$ cat src/common/pad_status_defines.svh
// constants for the pad, common, extra fault and first fault status bank
`ifndef PAD_STATUS_DEFINES_SVH
`define PAD_STATUS_DEFINES_SVH
`define CMD_PAD_READBACK 8'h01
`define CMD_COMMON_STATUS 8'h02
`define CMD_EXTRA_FAULT 8'h03
`define CMD_FIRST_FAULT 8'h04
`define ASEL_HIGH 2'h3
`define ASEL_FLOAT 2'h2
`define ASEL_LOW 2'h0
`define COMMON_ONES 4'hf
`define PAGE_GLOBAL 4'hf
`define FIRST_FAULT_NONE 16'h0000
`define STAMP_RESET 8'h00
`define SHARE_IDLE_NS 32'd10000
`define SHARE_IDLE_CYCLES ((`SHARE_IDLE_NS + 32'd3) / 32'd4)
`endif

$ cat src/common/pad_status_pkg.sv
// types for the pad, common, extra fault and first fault status bank
package pad_status_pkg;
   typedef enum logic [1:0] {
      rd_idle = 2'b00,
      rd_answer = 2'b01,
      rd_refuse = 2'b10
   } rd_state_t;
   typedef struct packed {
      logic [3:0] page;
      logic [3:0] bit_num;
      logic [7:0] cmd;
   } fault_code_t;
   typedef struct packed {
      logic valid;
      logic [7:0] cmd;
   } read_req_t;
   typedef struct packed {
      logic valid;
      logic ack;
      logic [15:0] data;
   } read_rsp_t;
endpackage

$ cat src/rtl/pad_common_fault_status_bank.sv
// status readback bank: pad levels, common flags, extra faults, first fault record
//
// How it works
// - pad register shows raw synchronised levels in bits9:0, own drives in bits15:10
// - bit15 zero while power-good driven low
// - bit14 zero while alert driven low
// - bits13:12 fault bus drives, bus0 upper
// - bits11:10 good drives, channel1 upper
// - bits9:8 select1 high/float/low code
// - bits7:6 select0 same code
// - on/off bits5:4, good levels bits1:0
// - bits3:2 sensed fault bus levels
// - busy device answers only common status
// - busy refusal nacks, sets busy, pulls alert
// - common bit7 mirrors alert line
// - common bit6 one when ready
// - common bits5:2 read as ones
// - bit1 timebase idle low, bit0 write-protect
// - sticky bits clear on clear or turn-on
// - extra fault bits15:3 read zero
// - short cycle sticky alerting paged bit2
// - bit1 shows auxiliary fault drive
// - bit0 input undervoltage turn-off, no alert
// - first fault captured, cleared to zero
// - timestamp snapshot of timer low byte
// - record holds page, bit, command code
`timescale 1ns/1ps
`default_nettype none
`include "pad_status_defines.svh"
module pad_common_fault_status_bank
   import pad_status_pkg::*;
#(
   parameter int unsigned SHARE_IDLE_CYCLES = `SHARE_IDLE_CYCLES
) (
   // clock and reset
   input wire logic clk,
   input wire logic rstn,
   // pads sensed from outside
   input wire logic fault_bus0_pin,
   input wire logic fault_bus1_pin,
   input wire logic chan0_good_pin,
   input wire logic chan1_good_pin,
   input wire logic chan0_onoff_pin,
   input wire logic chan1_onoff_pin,
   input wire logic addr_select0_pin,
   input wire logic addr_select1_pin,
   input wire logic addr_select0_float,
   input wire logic addr_select1_float,
   input wire logic share_clk_pin,
   input wire logic write_protect_pin,
   // own pull-low drives, active high means pulling low
   input wire logic pwrgd_pull,
   input wire logic fault_bus0_pull,
   input wire logic fault_bus1_pull,
   input wire logic chan0_good_pull,
   input wire logic chan1_good_pull,
   input wire logic aux_fault_pull,
   input wire logic other_alert,
   // device state and events
   input wire logic busy,
   input wire logic page,
   input wire logic clear_faults,
   input wire logic [1:0] chan_turn_on,
   input wire logic [1:0] chan_seq_off_busy,
   input wire logic [1:0] chan_vin_off,
   input wire logic fault_event,
   input wire fault_code_t fault_code,
   input wire logic [7:0] shared_timer,
   // command read port
   input wire read_req_t req,
   output read_rsp_t rsp,
   // status outputs
   output logic alert_n,
   output logic busy_flag,
   output logic first_fault_valid,
   output logic [7:0] first_fault_timestamp
);
   logic rst_a, rst_b;
   always_ff @(posedge clk or negedge rstn) begin
      if (!rstn) begin
         rst_a <= 1'b0;
         rst_b <= 1'b0;
      end else begin
         rst_a <= 1'b1;
         rst_b <= rst_a;
      end
   end
   wire logic srst_n = rst_b;

   // two-flop synchronisers on every pad
   localparam int NPAD = 12;
   logic [NPAD-1:0] pad_raw, pad_s1, pad_s2;
   assign pad_raw = {write_protect_pin, share_clk_pin, addr_select1_float, addr_select0_float,
                     addr_select1_pin, addr_select0_pin, chan1_onoff_pin, chan0_onoff_pin,
                     chan1_good_pin, chan0_good_pin, fault_bus1_pin, fault_bus0_pin};
   genvar gi;
   generate
      for (gi = 0; gi < NPAD; gi++) begin : g_sync
         always_ff @(posedge clk or negedge srst_n) begin
            if (!srst_n) begin
               pad_s1[gi] <= 1'b0;
               pad_s2[gi] <= 1'b0;
            end else begin
               pad_s1[gi] <= pad_raw[gi];
               pad_s2[gi] <= pad_s1[gi];
            end
         end
      end
   endgenerate

   function automatic logic [1:0] asel_code(input logic lvl, input logic flt);
      if (flt)
         asel_code = `ASEL_FLOAT;
      else if (lvl)
         asel_code = `ASEL_HIGH;
      else
         asel_code = `ASEL_LOW;
   endfunction

   // share clock edge watchdog: held low when the line stays low with no edge for a long time
   logic share_d;
   logic [31:0] share_cnt;
   logic share_held_low;
   always_ff @(posedge clk or negedge srst_n) begin
      if (!srst_n) begin
         share_d <= 1'b0;
         share_cnt <= 32'd0;
         share_held_low <= 1'b1;
      end else begin
         share_d <= pad_s2[10];
         if (pad_s2[10] != share_d || pad_s2[10]) begin
            share_cnt <= 32'd0;
            share_held_low <= 1'b0;
         end else if (share_cnt >= SHARE_IDLE_CYCLES - 1) begin
            share_held_low <= 1'b1;
         end else begin
            share_cnt <= share_cnt + 32'd1;
         end
      end
   end

   // busy refusal: nack sets busy flag, cleared by clear-faults
   always_ff @(posedge clk or negedge srst_n) begin
      if (!srst_n)
         busy_flag <= 1'b0;
      else if (req.valid && busy && req.cmd != `CMD_COMMON_STATUS)
         busy_flag <= 1'b1;
      else if (clear_faults)
         busy_flag <= 1'b0;
   end

   // extra fault sticky bits, per channel
   logic [1:0] short_cycle, vin_caused_off;
   generate
      for (gi = 0; gi < 2; gi++) begin : g_chan
         always_ff @(posedge clk or negedge srst_n) begin
            if (!srst_n) begin
               short_cycle[gi] <= 1'b0;
               vin_caused_off[gi] <= 1'b0;
            end else begin
               if (chan_turn_on[gi] && chan_seq_off_busy[gi])
                  short_cycle[gi] <= 1'b1;
               else if (clear_faults || chan_turn_on[gi])
                  short_cycle[gi] <= 1'b0;
               if (chan_vin_off[gi])
                  vin_caused_off[gi] <= 1'b1;
               else if (clear_faults || chan_turn_on[gi])
                  vin_caused_off[gi] <= 1'b0;
            end
         end
      end
   endgenerate

   // first fault record and timestamp; set wins over clear
   fault_code_t first_fault;
   always_ff @(posedge clk or negedge srst_n) begin
      if (!srst_n) begin
         first_fault <= `FIRST_FAULT_NONE;
         first_fault_valid <= 1'b0;
         first_fault_timestamp <= `STAMP_RESET;
      end else if (fault_event && !first_fault_valid) begin
         first_fault <= fault_code;
         first_fault_valid <= 1'b1;
         first_fault_timestamp <= shared_timer;
      end else if (clear_faults || chan_turn_on != 2'b00) begin
         first_fault <= `FIRST_FAULT_NONE;
         first_fault_valid <= 1'b0;
         first_fault_timestamp <= `STAMP_RESET;
      end
   end

   always_ff @(posedge clk or negedge srst_n) begin
      if (!srst_n)
         alert_n <= 1'b1;
      else
         alert_n <= ~(other_alert | busy_flag | (|short_cycle));
   end

   // coherent register images built from clock-domain values
   logic [15:0] pad_word, extra_word;
   logic [7:0] common_byte;
   always_comb begin
      pad_word = {~pwrgd_pull,
                  ~alert_n ? 1'b0 : 1'b1,
                  ~fault_bus0_pull, ~fault_bus1_pull,
                  ~chan1_good_pull, ~chan0_good_pull,
                  asel_code(pad_s2[7], pad_s2[9]),
                  asel_code(pad_s2[6], pad_s2[8]),
                  pad_s2[5], pad_s2[4],
                  pad_s2[0], pad_s2[1],
                  pad_s2[3], pad_s2[2]};
      common_byte = {alert_n,
                     ~busy,
                     `COMMON_ONES,
                     share_held_low, pad_s2[11]};
      extra_word = {13'h0000,
                    short_cycle[page], aux_fault_pull,
                    vin_caused_off[page]};
   end

   // read port: one answer cycle after each accepted request
   rd_state_t st;
   always_ff @(posedge clk or negedge srst_n) begin
      if (!srst_n) begin
         st <= rd_idle;
         rsp <= '0;
      end else begin
         rsp.valid <= 1'b0;
         rsp.ack <= 1'b0;
         st <= rd_idle;
         if (req.valid) begin
            rsp.valid <= 1'b1;
            if (busy && req.cmd != `CMD_COMMON_STATUS) begin
               st <= rd_refuse;
               rsp.data <= 16'h0000;
            end else begin
               st <= rd_answer;
               rsp.ack <= 1'b1;
               case (req.cmd)
                  `CMD_PAD_READBACK: rsp.data <= pad_word;
                  `CMD_COMMON_STATUS: rsp.data <= {8'h00, common_byte};
                  `CMD_EXTRA_FAULT: rsp.data <= extra_word;
                  `CMD_FIRST_FAULT: rsp.data <= first_fault;
                  default: begin
                     rsp.ack <= 1'b0;
                     rsp.data <= 16'h0000;
                  end
               endcase
            end
         end
      end
   end
endmodule
`default_nettype wire

$ cat config.mk
export PLATFORM = sky130hd
export DESIGN_NAME = pad_common_fault_status_bank
export DESIGN_NICKNAME = d
export VERILOG_FILES = /design/src/common/pad_status_pkg.sv /design/src/rtl/pad_common_fault_status_bank.sv
export VERILOG_INCLUDE_DIRS = /design/src /design/src/common
export SDC_FILE = /design/constraint.sdc
export NUM_CORES = 1
export LEC_CHECK = 0
export ABC_AREA = 0
export BUFFER_PORTS_ARGS = -buffer_cell sky130_fd_sc_hd__buf_2
export CAP_MARGIN = 0
export CORE_ASPECT_RATIO = 1.4
export CORE_MARGIN = 5
export CORE_UTILIZATION = 40
export CTS_CLUSTER_SIZE = 16
export DETAILED_ROUTE_END_ITERATION = 8
export HOLD_SLACK_MARGIN = 0.15
export SLEW_MARGIN = 10
export SYNTH_ARGS = -nofsm -noshare
export SYNTH_HDL_FRONTEND = slang
export SYNTH_SLANG_ARGS = --single-unit
$ cat constraint.sdc
create_clock -name clk -period 6.97 [get_ports clk]
set_input_delay 0 -clock clk [delete_from_list [all_inputs] [get_ports clk]]
set_output_delay 0 -clock clk [all_outputs]
set_load 0.05 [all_outputs]
# Yosys cells after proc, flatten, opt, wreduce, memory -nomap -nowiden
# Index checks and enable logic that the tools add are counted.
dict set report op_classes {
  mux 32
  add_sub_neg 1
  order_cmp 2
  n_bitwise 9
  n_eq_ne 7
  reduce_logical 21
}
# operator n
set op_table {}
lappend op_table {{$mux 32} 2}
lappend op_table {{$pmux 16 s4} 1}
lappend op_table {{$mux 16} 3}
lappend op_table {{$add 32x1->32 const B} 1}
lappend op_table {{$ge 32x12->1 const B} 1}
lappend op_table {{$mux 1} 19}
lappend op_table {{$mux 18} 1}
lappend op_table {{$eq 8x2->1 const B} 2}
lappend op_table {{$mux 8} 2}
lappend op_table {{$reduce_bool 2->1} 8}
lappend op_table {{$eq 8x1->1 const B} 1}
lappend op_table {{$eq 8x3->1 const B} 1}
lappend op_table {{$mux 2} 4}
lappend op_table {{$ne 8x2->1 const B} 1}
lappend op_table {{$not 1->1} 7}
lappend op_table {{$logic_and 1x1->1} 6}
lappend op_table {{$logic_or 1x1->1} 4}
lappend op_table {{$reduce_or 4->1} 1}
lappend op_table {{$lt 1x2->1 const B} 1}
lappend op_table {{$ne 2x2->1 const B} 1}
lappend op_table {{$or 1x1->1} 2}
lappend op_table {{$reduce_or 2->1} 1}
lappend op_table {{$logic_not 1->1} 1}
lappend op_table {{$ne 1x1->1} 1}
dict set report totals {
  input_bits 64
  out_inout_bits 29
  elab_cells 115
  ff_bits 109
}

# Longest topological paths before layout
# Gate-level depths: netlist (run 1).
dict set report depth {
  word_depth 5
  mapped_depth 7
  mapped_depth_nobuf 5
}

# Worst setup path after synthesis (run 1)
# OpenSTA, ideal clock, no wires.
dict set report synth_timing {
  path_kind {reg2reg}
  startpoint {register first_fault_valid}
  endpoint {register first_fault_timestamp[7]}
  period_less_slack_ns 1.699
  required_ns 6.903
  stages_incl_launch_ff 6
  n_path_buf 2
  setup_time_ns 0.067
  arrival_time_ns 1.632
  setup_slack_ns 5.271
  path_cell_list {dfrtp_1 -> nor2b_1 -> clkbuf_1 -> nor4_2 -> buf_2 -> a22o_1}
}
dict set report synth_via {
  elab_chain_len 3
  word_cells_on_any_way 4
  classes_between {1 x mux; 3 x reduce/logical}
}
# element line
set synth_lines {}
lappend synth_lines {{from (decl)} pad_common_fault_status_bank.sv:75} ;# output logic first_fault_valid,
lappend synth_lines {{from (signal assigned)} pad_common_fault_status_bank.sv:179} ;# first_fault_valid <= 1'b0;
lappend synth_lines {{from (signal assigned)} pad_common_fault_status_bank.sv:183} ;# first_fault_valid <= 1'b1;
lappend synth_lines {{from (signal assigned)} pad_common_fault_status_bank.sv:187} ;# first_fault_valid <= 1'b0;
lappend synth_lines {{$logic_not 1->1 *} pad_common_fault_status_bank.sv:181} ;# end else if (fault_event && !first_fault_valid) begin
lappend synth_lines {{$logic_and 1x1->1 *} pad_common_fault_status_bank.sv:181}
lappend synth_lines {{$mux 8 / $reduce_bool 2->1 (equally long branches)} --}
lappend synth_lines {{to (signal assigned)} pad_common_fault_status_bank.sv:180} ;# first_fault_timestamp <= `STAMP_RESET;
lappend synth_lines {{to (signal assigned)} pad_common_fault_status_bank.sv:184} ;# first_fault_timestamp <= shared_timer;
lappend synth_lines {{to (signal assigned)} pad_common_fault_status_bank.sv:188} ;# first_fault_timestamp <= `STAMP_RESET;
lappend synth_lines {{to (decl)} pad_common_fault_status_bank.sv:76} ;# output logic [7:0] first_fault_timestamp
# Every way passes the cells marked *; elsewhere a longest branch is shown, timed or not.
# A chain may end at the register's enable or synchronous reset.

# Worst setup path in the final report (run 1)
dict set report layout_timing {
  startpoint {input port req[7] (netlist bit)}
  endpoint {register rsp[1] (netlist bit)}
}
dict set report layout_via {
  elab_chain_len 3
  word_cells_on_any_way 8
  classes_between {5 x eq/ne; 2 x mux; 1 x reduce/logical}
}
# element line
set layout_lines {}
lappend layout_lines {{from (decl)} pad_common_fault_status_bank.sv:70} ;# input wire read_req_t req,
lappend layout_lines {{$eq 8x3->1, or another cell as far along} pad_common_fault_status_bank.sv:239} ;# case (req.cmd)
lappend layout_lines {{$pmux 16 s4 / $logic_and 1x1->1 (equally long branches)} --}
lappend layout_lines {{$mux 16 *} pad_common_fault_status_bank.sv:233} ;# if (busy && req.cmd != `CMD_COMMON_STATUS) begin
lappend layout_lines {{to (decl)} pad_common_fault_status_bank.sv:71} ;# output read_rsp_t rsp,
# Marked as above.

==> summary.txt, run 1 <==
Power per cell area -> 225 nW/um^2
Yosys warns -> 0
Post-DRT Antenna Nets -> 0
Final Cell Area -> 6080 um^2
Switching power -> 324 uW
Peak VDD IR -> 0.000104 V
Via count -> 3,425
Pint -> 1040 uW
Post-CTS setup buffers -> 0
DR vias/cell -> 5.21
WS Path Type -> input port to flop
Yosys reg bits -> 109
Worst Skew -> 0.00974 ns
Crit-path most repeated cell -> dlygate4sd3_1
Tmin final -> 2.73 ns
Resize count post-CTS -> 0
Crit end category -> flop
Synth Area per Inst -> 12.6 um^2
H-tree Lvls -> 3
Fin crit share -> 39.2%
Sw frac -> 23.7%
Relative slew margins -> 18.2%
Clk network pwr share -> 41.3%
Initial antenna violation count -> 0
Root Driver -> clkbuf_16
Fmax -> 366 MHz
Crit path max fanout -> 16
Slowest stage delay, CP -> 0.62 ns
WL per Instance -> 16.6 um
Syn_nets -> 411
Met3 WL post-DR -> 652 um
Post-Syn Instances -> 346
Iter 0 DRT Violations -> 129
Core ar. -> 10,800 um^2
Flop pwr share -> 49.0%
Pleak -> 0.00286 uW
Initial core utilization -> 40.5%
Hold Crit Class -> input port to flop
Top Layer Used -> met4
TritonCTS clock tree -> done
Antenna Cells -> 0
Largest net degree at the start of global routing -> 66
CP cell instances -> dlygate4sd3_1, buf_2, nor4_1, dlygate4sd3_1, nand2_1, a21o_1, o32ai_1, dlygate4sd3_1
Detail Placement HPWL -> 6810 um
Critical path's slowest cell -> dlygate4sd3_1
Seq/Total Area, Yosys -> 62.6%
Routed WL -> 10,900 um
Area growth syn-to-layout -> 39.5%
RSZ-0062 raised after global routing -> false
CP delay by family, top -> buffers and inverters
Post-CTS Hold Buffers -> 80
Gpl congestion -> 0.845
Number of CTS-inserted buffers -> 9
Slew Limit Fails -> 0
Clock Sinks -> 109
Max Cap Viol -> 0
Post-route DRC -> 0
Clock latency on the worst-skew pair -> 0.35 ns
Met1 wire length -> 4450 um
Num rows -> 45
# fillers -> 883
Distinct cells, synth -> 52
Synth Cell Area -> 4360 um^2
PortBufs -> 92
Worst Tran Pin Value -> 1.22 ns
R2R setup slack -> 4.44 ns
Vias in the first global route -> 3,597
Worst Hold Margin -> 0.271 ns
FFs w/ async S/R, synth -> 100%
Crit path DAT -> 3.01 ns
Nets -> 577
# IOs -> 93
Clock-pin slew on the worst setup and hold paths -> 0.08 ns
Top FF cell, synth -> dfrtp_1
WL met2 -> 5540 um
Die Wd -> 98.2 um
Share of post-route cells with drive strength above 1 -> 25.1%
DRT Pass-1 Iters -> 4
Die ar. -> 13,100 um^2
Post-synth EDFFs -> 0
Startpoint Class -> input port
Run status -> complete, no violations
Buf/Inv on CP -> 4
TNS Setup -> 0 ns
CP required -> 7.25 ns
Final Hold Viols -> 0
First-pass GRT wire length -> 18,200 um
Gr usage total -> 17.3%
Combinational power share -> 9.7%
Die extent in y -> 134 um
CTS Buffer Depth -> 2
Final setup vio count -> 0
Placed instance area -> 4940 um^2
Total grt overflow -> 0
[metal layers]
metal	track usage [%]	vias to the layer above
li1	-	1598
met1	21.0	1691
met2	29.4	113
met3	3.88	23
met4	8.12	0
met5	0	-
[power by group through the flow]
| stage | Sequential, uW | Combinational, uW | Clock, uW |
|---|---|---|---|
| 3_3_place_gp | 682 | 96.3 | 0 |
| 4_1_cts | 670 | 133 | 583 |
| 6_report | 670 | 133 | 565 |
| 3_5_place_dp | 683 | 98.0 | 0 |
| 2_1_floorplan | 699 | 38.3 | 0 |
| 5_1_grt | 673 | 144 | 605 |
[cells in the final DEF, fill, tap and decap left out, types with 5 or more instances in the layout]
cell type      synthesis  routed
clkbuf_16              0       9
a2bb2oi_1              8       8
nor4_1                 5       5
dlygate4sd3_1          0      80
mux2i_1               10      10
buf_2                  8      92
a21oi_1                5       5
nand2_1               16      16
or3_1                  8       8
nand4_1                6       6
inv_1                 21      21
nor2_1                 7       7
dfrtp_1              107     106
o22ai_1               14      14
o21ai_0                6       6
and2_1                21      21
nor4_2                 8       7
a22o_1                26      26
[tightest hold or removal path, cell delays in order]
cell    delay (ns)
buf_2         0.13
nor4_4        0.11
buf_8         0.16
a22o_1        0.17
[metrics by stage]
step	instances	total power [uW]	utilization [%]	worst slack, ns
final	658	1370	56.6	4.24
after floorplan	346	738	-	3.71
after CTS	658	1390	56.6	4.32
after global routing	658	1420	56.6	4.05
after global placement	561	778	45.8	4.90
after detailed placement	562	781	45.9	4.87
[worst paths after layout]
check	from	endpoint	cells past startpoint
max in group asynchronous	rst_b$_DFF_PN0_	first_fault[1]$_DFFE_PN0P_	1
worst min register to register	rst_b$_DFF_PN0_	pad_s2[1]$_DFF_PN0_	0
worst max-delay path	req[7]	rsp[1]$_DFFE_PN0P_	8
worst min-delay path	chan_turn_on[0]	first_fault[8]$_DFFE_PN0P_	4
worst max register to register	first_fault_valid$_DFFE_PN0P_	first_fault_timestamp[1]$_DFFE_PN0P_	4
min in group asynchronous	rst_b$_DFF_PN0_	pad_s2[1]$_DFF_PN0_	0
[sequential cells by signal, indices dropped and copies added, names as in the netlist, 2 cells and up]
signal	flops
share_cnt	32
rsp	18
first_fault	16
pad_s1	12
pad_s2	11
first_fault_timestamp	8
short_cycle	2
vin_caused_off	2
[cell type report]
type	count	area, um^2	area share [%]
clock buffer	9	225	3.70
clock inverter	7	119	1.95
inverter	21	78.8	1.30
multi-input combinational	196	1460	24.0
sequential	109	2730	44.9
tap	141	176	2.90
timing repair buffer	175	1290	21.2
[kinds of logic after synthesis]
kind of cell / after synthesis / synth area share, %
muxes: 11 / 2.55
AOI/OAI and AO/OA: 85 / 15.2
adders and majority gates: 1 / 0.287
other: 1 / 0.0860
DFF: 109 / 62.6
buffers and inverters: 41 / 4.19
and+or+nand+nor: 98 / 15.1
[synth_stat cells, types with 6 or more instances]
cell,number,area (um^2)
nor2_1,7,26.3
nand2_1,16,60.1
nand4_1,6,37.5
a2bb2oi_1,8,70.1
clkbuf_1,6,22.5
or3_1,8,50.1
o21ai_0,6,30.0
nor4_2,8,100
buf_2,8,40.0
dfrtp_1,107,2680
mux2i_1,10,100
inv_1,21,78.8
o22ai_1,14,87.6
a22o_1,26,228
and2_1,21,131
Power figures use the tool's default switching activity.
==> run 2, diff against run 1 <==
- clock period: 6.97 -> 2.7 ns (I/O delays scaled with it)
==> run 2 against run 1 <==
Global-route usage shrank 0.83 points. Clock power grew to 2.6 times the previous value. Critical path depth shrank 1. Die area is the same. Routed wire length shrank 3.2%. Cell count shrank 2.0%. Final area shrank 2.2%. Sequential share of layout area grew 1.0 points. Setup slack lost 4.0 ns. Largest power group unchanged. Highest routed layer unchanged.
==> summary.txt, run 2 (synthesized netlist as in run 1, its figures left out) <==
Resize count post-CTS -> 0
Relative slew margins -> 56.3%
DRT Pass-1 Iters -> 4
Core ar. -> 10,800 um^2
Largest net degree at the start of global routing -> 59
Die extent in y -> 134 um
Reg-to-reg critical path endpoint -> share_cnt[5]$_DFFE_PN0P_
# IOs -> 93
Gpl congestion -> 0.827
Largest Register -> share_cnt
Crit path capture -> rsp[1]$_DFFE_PN0P_
Worst hold stages -> 3
PortBufs -> 92
Gr usage total -> 16.5%
Total power -> 3540 uW
Initial antenna violation count -> 0
Commonest non-fill, non-tap cell in the layout -> dfrtp_1
Clock Sinks -> 109
Iter 0 DRT Violations -> 118
Setup slack after layout -> 0.277 ns
FF-to-FF path depth -> 4
Pre-CTS WS -> 0.698 ns
CP cell instances -> dlygate4sd3_1, buf_2, nor2b_1, nand2_1, a21o_1, o32ai_1, dlygate4sd3_1
Fmax -> 413 MHz
Final setup vio count -> 0
TNS Setup -> 0 ns
Crit path DAT -> 2.71 ns
Area growth syn-to-layout -> 36.4%
Crit end category -> flop
RSZ-0062 raised after global routing -> false
Root Driver -> clkbuf_16
CP delay by family, top -> buffers and inverters
Initial core utilization -> 40.5%
Power per cell area -> 596 nW/um^2
Number of flip-flops under the largest register name -> 32
R2R setup slack -> 0.71 ns
Vias in the first global route -> 3,553
Crit path max fanout -> 16
TritonCTS clock tree -> done
Via count -> 3,342
Slowest stage delay, CP -> 0.58 ns
Share of post-route cells with drive strength above 1 -> 26.0%
Run status -> complete, no violations
First-pass GRT wire length -> 17,600 um
Post-DRT Antenna Nets -> 0
Fin crit share -> 89.7%
Placed instance area -> 4970 um^2
Worst Skew -> 0.00728 ns
Crit-path most repeated cell -> dlygate4sd3_1
Final Cell Area -> 5950 um^2
Critical path's slowest cell -> dlygate4sd3_1
CP required -> 2.98 ns
Critical Path Stages -> 7
WL per Instance -> 16.4 um
Buf/Inv on CP -> 3
Final Hold Viols -> 0
Antenna Cells -> 0
Biggest regs -> share_cnt (32), rsp (18), first_fault (16)
Number of CTS-inserted buffers -> 9
Tmin final -> 2.42 ns
DR vias/cell -> 5.18
WS Path Type -> input port to flop
Pleak -> 0.00278 uW
Routed WL -> 10,600 um
RR Startpoint -> share_cnt[14]$_DFFE_PN0P_
H-tree Lvls -> 3
Total grt overflow -> 0
Worst Tran Pin Value -> 0.655 ns
Slew Limit Fails -> 0
Hold Crit Class -> input port to flop
Die ar. -> 13,100 um^2
Detail Placement HPWL -> 6590 um
Max Cap Viol -> 0
Worst setup path start -> req[1]
Most frequent cells in the layout -> dfrtp_1, buf_2, dlygate4sd3_1
Die Wd -> 98.2 um
Clock-pin slew on the worst setup and hold paths -> 0.07 ns
Post-route DRC -> 0
Peak VDD IR -> 0.000284 V
Clock latency on the worst-skew pair -> 0.34 ns
Num rows -> 45
CTS Buffer Depth -> 2
Startpoint Class -> input port
Nets -> 564
==> run 2: cell types whose count changed in the layout (fill, tap and decap cells not counted), sizes merged <==
cell	change
buf	+3
bufinv	+1
inv	-2
clkbuf	+3
clkinv	-2
dlygate4sd3	-16
==> run 2: through the flow <==
step                utilization (%)  hold WS, ns  std cells
finish                         55.3        0.176        645
global placement               46.2       -0.214        565
floorplan                         -       -0.296        346
CTS                            55.3        0.168        645
global route                   55.3        0.191        645
detailed placement             46.2       -0.211        565
==> run 2: worst min-delay path by stage <==
stage / startpoint / endpoint
after floorplan: rstn / rst_a$_DFF_PN0_
after global placement: rstn / rst_a$_DFF_PN0_
after detailed placement: rstn / rst_a$_DFF_PN0_
after CTS: req[0] / rsp[3]$_DFFE_PN0P_
after global routing: req[0] / rsp[3]$_DFFE_PN0P_
final: req[0] / rsp[3]$_DFFE_PN0P_
==> run 2: what timing repair did <==
item | in CTS | in global routing
hold endpoints to repair | 58 | 0
hold buffers | 64 | 0
endpoints found under the setup margin | 0 | 0
buffers inserted | 0 | 0
==> run 2: routing by layer <==
metal	vias up	routed length (um)	GRT usage, %
met5	-	0	0
li1	1564	-	-
met3	16	597	4.82
met2	93	5390	28.1
met1	1669	4370	20.1
met4	0	190	5.39
==> run 2: report_power, final <==
part           internal (uW)  switching (uW)
Sequential              1690            45.0
Clock                    931             555
Combinational            159             167
==> run 2: layout make-up <==
| class | count | area, um^2 |
|---|---|---|
| clock buffers | 12 | 246 |
| clock inverters | 4 | 95.1 |
| fillers | 922 | 4810 |
| inverters | 21 | 78.8 |
| multi-input cells | 196 | 1460 |
| flip-flops and latches | 109 | 2730 |
| well taps | 141 | 176 |
| repair buffers | 162 | 1160 |
==> run 2: worst register-to-register path, delay by kind of cell (launching register included) <==
kind / cells / cell delay (ns)
DFF: 1 / 0.38
muxes: 1 / 0.24
and+or+nand+nor: 3 / 1.30
==> run 3, diff against run 2 <==
- clock period: 2.7 -> 2.41 ns (I/O delays scaled with it)
==> run 3 against run 2 <==
Clock-buffer cell count fell by 3. Non-clock buffer count increased by 2. Critical endpoint is now rsp[14]$_DFFE_PN0P_. Final area shrank 0.36%. Clock power is 3% lower. Highest routed layer unchanged.
==> summary.txt, run 3 (synthesized netlist as in run 1, its figures left out) <==
Run status -> complete, no violations
Power per cell area -> 634 nW/um^2
Vias in the first global route -> 3,577
Worst Tran Pin Value -> 0.900 ns
Clock-pin slew on the worst setup and hold paths -> 0.08 ns
Clock Sinks -> 109
Routed WL -> 10,400 um
Antenna Cells -> 0
Number of flip-flops under the largest register name -> 32
DRT Pass-1 Iters -> 4
First-pass GRT wire length -> 18,000 um
Num rows -> 45
Gpl congestion -> 0.832
Pleak -> 0.00277 uW
Clock latency on the worst-skew pair -> 0.35 ns
Cells after DPL -> 567
CP required -> 2.66 ns
CTS Buffer Depth -> 2
Commonest non-fill, non-tap cell in the layout -> dfrtp_1
Crit end category -> flop
Crit path DAT -> 2.38 ns
Core ar. -> 10,800 um^2
Setup slack after layout -> 0.274 ns
Combinational power share -> 9.8%
Initial antenna violation count -> 0
Die Wd -> 98.2 um
Max Cap Viol -> 0
H-tree Lvls -> 3
PortBufs -> 92
Clk network pwr share -> 38.6%
Cell Count, Final, Fillers Out -> 647
Relative slew margins -> 39.9%
Hold Crit Class -> input port to flop
Worst Skew -> 0.00957 ns
Via count -> 3,289
Startpoint Class -> input port
Post-DRT Antenna Nets -> 0
Area growth syn-to-layout -> 35.9%
Placed instance area -> 4980 um^2
Pint -> 2810 uW
Sw frac -> 25.2%
DR vias/cell -> 5.08
Largest net degree at the start of global routing -> 50
Slew Limit Fails -> 0
Crit path max fanout -> 16
Total grt overflow -> 0
Pre-CTS WS -> 0.411 ns
Gr usage total -> 16.9%
# fillers -> 909
Tmin final -> 2.14 ns
Final Hold Viols -> 0
Final setup vio count -> 0
RSZ-0062 raised after global routing -> false
Share of post-route cells with drive strength above 1 -> 26.7%
Total power -> 3760 uW
Number of CTS-inserted buffers -> 9
Register Area -> 2730 um^2
Fmax -> 468 MHz
WL per Instance -> 16.1 um
Root Driver -> clkbuf_16
TNS Setup -> 0 ns
Flop pwr share -> 51.6%
Post-route DRC -> 0
Final Cell Area -> 5930 um^2
Switching power -> 947 uW
Footprint of the multi-input gates -> 1460 um^2
Most frequent cells in the layout -> dfrtp_1, buf_2, dlygate4sd3_1
Die ar. -> 13,100 um^2
WS Path Type -> input port to flop
Die extent in y -> 134 um
Iter 0 DRT Violations -> 113
# IOs -> 93
Post-CTS setup buffers -> 0
Biggest regs -> share_cnt (32), rsp (18), first_fault (16)
Fin crit share -> 88.6%
Peak VDD IR -> 0.000315 V
Nets -> 566
Largest Register -> share_cnt
Initial core utilization -> 40.5%
TritonCTS clock tree -> done
Detail Placement HPWL -> 6880 um
run 3: worst max-delay path, stage by stage:
cell and delay (ns):
dlygate4sd3_1 0.54, buf_2 0.12, nor4_1 0.28, dlygate4sd3_1 0.61, nand2_1 0.07, a21o_1 0.41
o32ai_1 0.36
run 3: layout make-up:
cell class	instances	share of cell area (%)
clock buffer	9	3.80
clock inverter	7	1.35
inverter	21	1.33
multi-input combinational	196	24.6
sequential	109	46.1
tap	141	2.98
timing repair buffer	164	19.8
run 3: metal layers:
| layer | vias up | global-route usage, % | part of all wire, % |
|---|---|---|---|
| met5 | - | 0 | 0 |
| met4 | 0 | 5.85 | 1.6 |
| met3 | 11 | 4.35 | 5.2 |
| met2 | 87 | 29.2 | 52 |
| met1 | 1616 | 20.3 | 41 |
| li1 | 1575 | - | - |
run 3: what timing repair did:
action	in CTS	in global routing
gates resized for setup	0	0
setup endpoints to repair	0	0
endpoints found under the hold margin	59	0
hold buffers	64	0
run 3: power groups by stage:
stage	logic [uW]	clock network [uW]	registers (uW)
after detailed placement	287	0	1980
after floorplan	111	0	2020
after CTS	370	1510	1940
after global routing	401	1590	1950
after global placement	283	0	1970
final	368	1450	1940
run 3: final timing paths:
kind	from	end	slack [ns]	depth (start not counted)
max	req[7]	rsp[14]$_DFFE_PN0P_	0.27	7
min	req[0]	rsp[4]$_DFFE_PN0P_	0.18	3
max reg2reg	share_cnt[0]$_DFFE_PN0P_	share_cnt[11]$_DFFE_PN0P_	0.44	5
min reg2reg	pad_s1[11]$_DFF_PN0_	common_byte[0]$_DFF_PN0_	0.34	0
max in group asynchronous	rst_b$_DFF_PN0_	share_held_low$_DFFE_PN1P_	1.38	1
min in group asynchronous	rst_b$_DFF_PN0_	pad_s1[3]$_DFF_PN0_	0.36	0
run 3: metrics by stage:
step / util (%) / hold WS, ns
floorplan: - / -0.296
global placement: 46.3 / -0.215
detailed placement: 46.3 / -0.210
CTS: 55.1 / 0.157
global route: 55.1 / 0.186
finish: 55.1 / 0.176
